===== config.mk =====
export PLATFORM = sky130hd
export DESIGN_NAME = nvsc_host
export DESIGN_NICKNAME = d
export VERILOG_FILES = /design/src/rtl/nvsc_timer.v /design/src/rtl/nvsc_host.v
export VERILOG_INCLUDE_DIRS = /design/src /design/src/rtl
export SDC_FILE = /design/constraint.sdc
export NUM_CORES = 1
export LEC_CHECK = 0
export BUFFER_PORTS_ARGS = -buffer_cell sky130_fd_sc_hd__buf_4
export CAP_MARGIN = 20
export CORE_MARGIN = 2
export CORE_UTILIZATION = 50
export CTS_BUF_LIST = sky130_fd_sc_hd__clkbuf_4
export CTS_CLUSTER_SIZE = 10
export DETAILED_ROUTE_END_ITERATION = 8
export PLACE_DENSITY_LB_ADDON = 0.1
export RECOVER_POWER = 25
export SLEW_MARGIN = 20
export SYNTH_ARGS = -nofsm -noshare
export SYNTH_HDL_FRONTEND = slang
export SYNTH_SLANG_ARGS = --single-unit

===== constraint.sdc =====
create_clock -name clk -period 2.4 [get_ports clk]
set_clock_uncertainty 0.1 [all_clocks]
set_input_delay 0.12 -clock clk [delete_from_list [all_inputs] [get_ports clk]]
set_output_delay 0.12 -clock clk [all_outputs]
set_load 0.005 [all_outputs]

===== src/rtl/nvsc_map.vh =====
/*
  Constants for the nonvolatile memory host controller: widths, command codes
  and timing counts at a 100 MHz clock.
  Assumes it is included by its bare name from the rtl/ files.
*/
`ifndef NVSC_MAP_VH
`define NVSC_MAP_VH

// Clock rate
`define NVSC_CLK_MHZ         100
// Widths
`define NVSC_ADDR_W          13
`define NVSC_DATA_W          8
`define NVSC_DEPTH           8192
// Command codes
`define NVSC_CMD_READ        2'h0
`define NVSC_CMD_WRITE       2'h1
`define NVSC_CMD_SAVE        2'h2
`define NVSC_CMD_RESTORE     2'h3
// Times as printed
`define NVSC_T_SETUP_NS      5
`define NVSC_T_ACCESS_NS     45
`define NVSC_T_WPULSE_NS     35
`define NVSC_T_INIT_NS       25
`define NVSC_T_SAVE_MS       10
`define NVSC_T_RESTORE_US    20
// Cycle counts: least times round up, longest waits are held in full
`define NVSC_CYC_SETUP       ((`NVSC_T_SETUP_NS * `NVSC_CLK_MHZ + 999) / 1000)
`define NVSC_CYC_ACCESS      ((`NVSC_T_ACCESS_NS * `NVSC_CLK_MHZ + 999) / 1000)
`define NVSC_CYC_WPULSE      ((`NVSC_T_WPULSE_NS * `NVSC_CLK_MHZ + 999) / 1000)
`define NVSC_CYC_INIT        ((`NVSC_T_INIT_NS * `NVSC_CLK_MHZ + 999) / 1000)
`define NVSC_CYC_SAVE        (`NVSC_T_SAVE_MS * 1000 * `NVSC_CLK_MHZ)
`define NVSC_CYC_RESTORE     (`NVSC_T_RESTORE_US * `NVSC_CLK_MHZ)
// Counter width
`define NVSC_CNT_W           24

`endif


===== src/rtl/nvsc_timer.v =====
/*
  Down counter for the controller's phase timing.
  Assumes a single clock and an asynchronous active-low reset.
*/
`timescale 1ns/1ps
`include "nvsc_map.vh"

module nvsc_timer (
  // Clock and reset
  input  wire                   clk,
  input  wire                   rstn,
  // Control
  input  wire                   load,
  input  wire [`NVSC_CNT_W-1:0] load_value,
  // Status
  output wire                   expired
);

  reg [`NVSC_CNT_W-1:0] count;   // Cycles left

  // Load wins; otherwise count down to zero
  always @(posedge clk or negedge rstn) begin
    if (!rstn) begin
      count <= {`NVSC_CNT_W{1'b0}};
    end else if (load) begin
      count <= load_value;
    end else if (count != {`NVSC_CNT_W{1'b0}}) begin
      count <= count - {{(`NVSC_CNT_W-1){1'b0}}, 1'b1};
    end
  end

  assign expired = (count == {`NVSC_CNT_W{1'b0}}) && !load;

endmodule // nvsc_timer


===== src/rtl/nvsc_host.v =====
/*
  Host controller that drives an asynchronous byte-wide memory with a shadow
  nonvolatile store through its active-low pins: reads, writes, saves and
  restores, one command at a time.
  Assumes the memory pins are wired to this block directly and that the
  memory's inputs and outputs settle within the documented times.
*/
`timescale 1ns/1ps
`include "nvsc_map.vh"

module nvsc_host #(
  parameter SAVE_CYCLES = `NVSC_CYC_SAVE  // Save wait, shortened in simulation
) (
  // Clock and reset
  input  wire                    clk,
  input  wire                    rstn,
  // User command port
  input  wire                    cmd_valid,
  output wire                    cmd_ready,
  input  wire [1:0]              cmd_op,
  input  wire [`NVSC_ADDR_W-1:0] cmd_addr,
  input  wire [`NVSC_DATA_W-1:0] cmd_wdata,
  output reg                     rsp_valid,
  output reg  [`NVSC_DATA_W-1:0] rsp_rdata,
  output reg                     rsp_error,
  // Supply status
  input  wire                    supply_good,
  // Memory pins
  output reg                     chip_select_n,
  output reg                     output_enable_n,
  output reg                     write_enable_n,
  output reg                     nonvolatile_enable_n,
  output reg  [`NVSC_ADDR_W-1:0] address_bus,
  input  wire [`NVSC_DATA_W-1:0] data_io_bus_in,
  output reg  [`NVSC_DATA_W-1:0] data_io_bus_out,
  output reg                     data_io_bus_oe
);

  // States
  localparam [2:0] ST_IDLE  = 3'h0;  // Pins idle, accepting commands
  localparam [2:0] ST_SETUP = 3'h1;  // Address and mode pins settle
  localparam [2:0] ST_PULSE = 3'h2;  // Access or initiation pulse
  localparam [2:0] ST_WAIT  = 3'h3;  // Transfer runs inside the device
  localparam [2:0] ST_GAP   = 3'h4;  // Recovery with all pins high
  localparam [2:0] ST_DONE  = 3'h5;  // Answer cycle

  reg  [2:0]              state;       // Current state
  reg  [1:0]              op;          // Command in progress
  reg                     load;        // Timer load strobe
  reg  [`NVSC_CNT_W-1:0]  load_value;  // Timer load value
  reg                     aborted;     // Save lost to supply drop
  wire                    expired;     // Timer done

  // Cycle count as a counter-width value
  function [`NVSC_CNT_W-1:0] cyc;
    input integer n;
    begin
      cyc = n[`NVSC_CNT_W-1:0];
    end
  endfunction

  nvsc_timer u_timer (
    .clk        (clk),
    .rstn       (rstn),
    .load       (load),
    .load_value (load_value),
    .expired    (expired)
  );

  // Commands are taken only while the sequencer is idle
  assign cmd_ready = (state == ST_IDLE);

  // Sequencer for all pin cycles
  always @(posedge clk or negedge rstn) begin
    if (!rstn) begin
      state                <= ST_IDLE;
      op                   <= `NVSC_CMD_READ;
      load                 <= 1'b0;
      load_value           <= {`NVSC_CNT_W{1'b0}};
      aborted              <= 1'b0;
      rsp_valid            <= 1'b0;
      rsp_rdata            <= {`NVSC_DATA_W{1'b0}};
      rsp_error            <= 1'b0;
      chip_select_n        <= 1'b1;
      output_enable_n      <= 1'b1;
      write_enable_n       <= 1'b1;
      nonvolatile_enable_n <= 1'b1;
      address_bus          <= {`NVSC_ADDR_W{1'b0}};
      data_io_bus_out      <= {`NVSC_DATA_W{1'b0}};
      data_io_bus_oe       <= 1'b0;
    end else begin
      load      <= 1'b0;
      rsp_valid <= 1'b0;
      case (state)
        ST_IDLE: begin
          // Address settles before chip select and the read or write strobe; save and restore set their mode pins with it
          if (cmd_valid) begin
            op         <= cmd_op;
            aborted    <= 1'b0;
            address_bus <= cmd_addr;
            load       <= 1'b1;
            load_value <= cyc(`NVSC_CYC_SETUP);
            state      <= ST_SETUP;
            case (cmd_op)
              `NVSC_CMD_WRITE: begin
                data_io_bus_out <= cmd_wdata;
                data_io_bus_oe  <= 1'b1;
                nonvolatile_enable_n <= 1'b1;
              end
              `NVSC_CMD_SAVE: begin
                // Enable and write enable first, select starts it
                nonvolatile_enable_n <= 1'b0;
                write_enable_n       <= 1'b0;
                output_enable_n      <= 1'b1;
              end
              `NVSC_CMD_RESTORE: begin
                nonvolatile_enable_n <= 1'b0;
                output_enable_n      <= 1'b0;
                write_enable_n       <= 1'b1;
              end
              default: begin
                nonvolatile_enable_n <= 1'b1;
              end
            endcase
          end
        end
        ST_SETUP: begin
          // Chip select is the last edge for save and restore; reads and writes drop their strobe with it
          if (expired) begin
            chip_select_n <= 1'b0;
            load          <= 1'b1;
            state         <= ST_PULSE;
            case (op)
              `NVSC_CMD_WRITE: begin
                write_enable_n <= 1'b0;
                load_value     <= cyc(`NVSC_CYC_WPULSE);
              end
              `NVSC_CMD_READ: begin
                output_enable_n <= 1'b0;
                load_value      <= cyc(`NVSC_CYC_ACCESS);
              end
              default: begin
                load_value <= cyc(`NVSC_CYC_INIT);
              end
            endcase
          end
        end
        ST_PULSE: begin
          if (op == `NVSC_CMD_SAVE && !supply_good) begin
            aborted <= 1'b1;
          end
          // Other pins stay static while select is held
          if (expired) begin
            // Ending by select works for both transfers
            chip_select_n   <= 1'b1;
            write_enable_n  <= 1'b1;
            output_enable_n <= 1'b1;
            load            <= 1'b1;
            case (op)
              `NVSC_CMD_READ: begin
                rsp_rdata  <= data_io_bus_in;
                load_value <= cyc(`NVSC_CYC_SETUP);
                state      <= ST_GAP;
              end
              `NVSC_CMD_WRITE: begin
                load_value <= cyc(`NVSC_CYC_SETUP);
                state      <= ST_GAP;
              end
              `NVSC_CMD_SAVE: begin
                load_value <= cyc(SAVE_CYCLES);
                state      <= ST_WAIT;
              end
              default: begin
                load_value <= cyc(`NVSC_CYC_RESTORE);
                state      <= ST_WAIT;
              end
            endcase
          end
        end
        ST_WAIT: begin
          // Device busy; pins held idle so no access is attempted
          nonvolatile_enable_n <= 1'b1;
          if (op == `NVSC_CMD_SAVE && !supply_good) begin
            aborted <= 1'b1;
          end
          if (expired) begin
            load       <= 1'b1;
            load_value <= cyc(`NVSC_CYC_SETUP);
            state      <= ST_GAP;
          end
        end
        ST_GAP: begin
          // Release the data bus after the hold time
          data_io_bus_oe       <= 1'b0;
          nonvolatile_enable_n <= 1'b1;
          if (expired) begin
            rsp_valid <= 1'b1;
            rsp_error <= aborted;
            state     <= ST_DONE;
          end
        end
        ST_DONE: begin
          state <= ST_IDLE;
        end
        default: begin
          state <= ST_IDLE;
        end
      endcase
    end
  end

endmodule // nvsc_host


==> metrics.yaml <==
worst_hold_path:
  hp-class: "in2reg"
  min_from: "cmd_op[1]"
placement:
  dp_hpwl_microns: 5620
  place_congestion: 0.836
  port_buffers: 71
logic_synthesis:
  ys_types: 49
  netlist_instances: 293
  yosysSeqAreaShare_pct: 54.1
  netlist_area_sq_mm: 0.00339
  synth_nets: 330
  ys_ff_latch: 73
  synth_top_area_cell: "dfrtp_1"
  syn_area_per_cell_sq_um: 11.6
  synth_ff_type: "dfrtp_1"
  synth_top_area_share_pct: 51.0
  yosysWarnings: 0
  ys_async_sr_fraction_pct: 100
  synth-edff-count: 0
  ys_top_cells_by_area: "dfrtp_1 51%, mux2_2 9.3%, mux2_4 3.5%"
global_route:
  use_met3_pct: 5.43
  grt_max_degree: 74
  use_met1_pct: 32.1
  overflow: 0
  grt_use_met2_pct: 40.5
  grt_pass1_wl_microns: 14200
  grtUsageTotal_pct: 24.6
  top_usage_layer: "met2"
  grt_pass1_vias: 3012
  antenna_found_initial: 0
sta:
  fin_crit_sh_pct: 107
  rsz0062_at_grt: "yes"
  slew_headroom_pct: -17.5
  tightest_slew_ns: 1.76
  setup_viol: 15
  fmax_mhz: 391
  finalWorstSetupSlack_ns: -0.160
  fin_hold_ws_ns: 0.0714
  min_period_ns: 2.56
  hold_viol: 0
  drv_slew: 74
clock_network:
  cts-root-buf: "clkbuf_4"
  cts_tree: "built"
  clk_pin_slew_worst_paths_ns: 0.12
  clk_latency_ns: 0.43
  clock-sinks: 73
  numCtsBuffers: 9
  cts.path.max_buffers: 2
  htreeDepth: 3
setup_path:
  startpoint: "u_timer.count[6]"
  r2r-start: "u_timer.count[6]"
  endpoint_kind: "flip-flop"
  critical_path_arrival_ns: 2.78
  crit_type: "reg2reg"
  worstPathRequired_ns: 2.62
  startpoint_type: "flip-flop"
  cp_max_fo: 3
floorplan:
  dieWidth_microns: 86.3
  fp.dieH_microns: 86.3
  core-area_sq_mm: 0.00646
  pin_count: 72
  dieArea_sq_mm: 0.00745
  rows: 29
  initial_core_util_pct: 52.4
power_and_ir_drop:
  peakVddDrop_mv: 0.463
  power_density_mw_per_mm2: 447
  p_total_mw: 2.21
  leakage_nw: 2.29
drt:
  detailedRoute.firstPassIterationCount: 4
  initialDrtViolationCount: 218
  vias_per_cell: 5.55
  ant_nets: 0
  wire_per_inst_microns: 16.4
  finalWirelength_microns: 8510
  vias: 2882
  drc: 0
layout:
  utilization_pct: 76.5
  fill_cells: 419
  area.growth.synth_to_final_pct: 46.0
  nNetsFinal: 474
  diodes: 0
  drive_gt1_share_pct: 45.2
job:
  max_cap_viol_count: 1
outcome:
  status: "finished with violations"
  failed_checks: "max-capacitance violations, max-slew violations, negative setup slack"
[cell type report]
type                            instances  area, sq um  area share, %
Clock inverter                          7         70.1           1.42
Sequential cell                        73         1830           37.1
Inverter                                6         22.5          0.456
Tap cell                               77         96.3           1.95
Clock buffer                            9         67.6           1.37
Timing Repair Buffer                  143         1170           23.6
Multi-Input combinational cell        204         1690           34.1
[cells in the mapped netlist, types with 3 or more instances]
library cell and instances:
a21oi_1 10, or2_2 4, o31ai_1 9, a211oi_1 3, nand2_1 14, nor2b_1 4
nor2_1 28, dfrtp_1 69, clkbuf_1 8, nor4_1 6, mux2_2 28, inv_1 6
o21ai_0 14, or4b_2 3, mux2_4 8, or3_1 7, nand2b_1 5, nand3_1 9
nor3_1 4, dfstp_2 4, xnor2_1 10, or4_1 3, xor2_1 3
[path summary, 6_finish.rpt]
check / end / slack, ns / cells after the start
min: nonvolatile_enable_n / 0.07 / 5
max reg2reg: load_value[0] / -0.16 / 6
min in group asynchronous: u_timer.count[12] / 0.58 / 2
max: load_value[0] / -0.16 / 6
max in group asynchronous: rsp_rdata[5] / 0.56 / 2
min reg2reg: u_timer.count[0] / 0.41 / 2
[flip-flops by register name (all words and copies together), names as in the netlist]
register              count
rsp_rdata                 8
output_enable_n           1
data_io_bus_oe            1
chip_select_n             1
op                        2
write_enable_n            1
nonvolatile_enable_n      1
data_io_bus_out           8
aborted                   1
rsp_valid                 1
u_timer.count            24
load                      1
address_bus              13
rsp_error                 1
state                     3
load_value                6
[per-stage QoR]
| stage | setup WS [ns] | setup TNS [ns] | std cells | cell area [sq um] |
|---|---|---|---|---|
| floorplan | -0.210 | -1.99 | 293 | 3410 |
| global placement | -0.0799 | -0.872 | 463 | 4230 |
| detailed placement | -0.177 | -2.18 | 463 | 4230 |
| CTS | -0.166 | -1.96 | 519 | 4830 |
| global route | -0.196 | -2.53 | 519 | 4940 |
| finish | -0.160 | -1.75 | 519 | 4940 |
[worst max-delay path, stage by stage (launching register included)]
cell     delay [ns]
dfrtp_1        0.40
or4_4          0.56
nor4_4         0.33
buf_4          0.18
or4b_4         0.50
nand2_4        0.09
mux2_4         0.29
[cell families (layout without fill, tap and decap cells)]
kind of cell | after synthesis | count (layout) | share of synthesized area (%)
adder cells (fa/ha/maj) | 2 | 2 | 0.739
XOR/XNOR | 13 | 13 | 3.36
flip-flops | 73 | 73 | 54.1
AO/OA/AOI/OAI | 52 | 52 | 10.1
AND/OR/NAND/NOR | 99 | 99 | 16.4
buffers and inverters | 16 | 165 | 1.92
multiplexers | 38 | 38 | 13.5
[where the power goes]
part | switching (mW) | internal (mW) | total, mW | leakage [nW]
sequential | 0.0132 | 1.25 | 1.27 | 0.876
clock | 0.452 | 0.315 | 0.767 | 0.0660
combinational | 0.0623 | 0.114 | 0.176 | 1.35
total | 0.528 | 1.68 | 2.21 | 2.29
[routing by layer]
metal | share of wire (%) | vias up | wire length, microns
met5 | 0 | - | 0
met3 | 3.7 | 15 | 315
met4 | 1.6 | 0 | 140
li1 | - | 1356 | -
met2 | 52 | 65 | 4400
met1 | 43 | 1446 | 3650
[cells in the final DEF (no fill, tap or decap), types with 5 or more instances in the layout]
master         count
a21oi_1            9
buf_4             88
clkbuf_4          26
dfrtp_1           69
dlygate4sd3_1     34
inv_1              6
mux2_2            25
mux2_4            11
nand2_1           11
nand2b_1           5
nand3_1            5
nor2_1            27
o21ai_0           12
or3_1              6
xnor2_1           10
[repair_timing]
item                                    4_1_cts  5_1_grt
buffers inserted                              5        3
pin swaps                                     5       10
hold buffers                                 34        0
endpoints found under the setup margin       20       37
gates resized for setup                      17       27
cloned                                        1        0
hold endpoints to repair                    104        0
(Power assumes the default switching activity.)
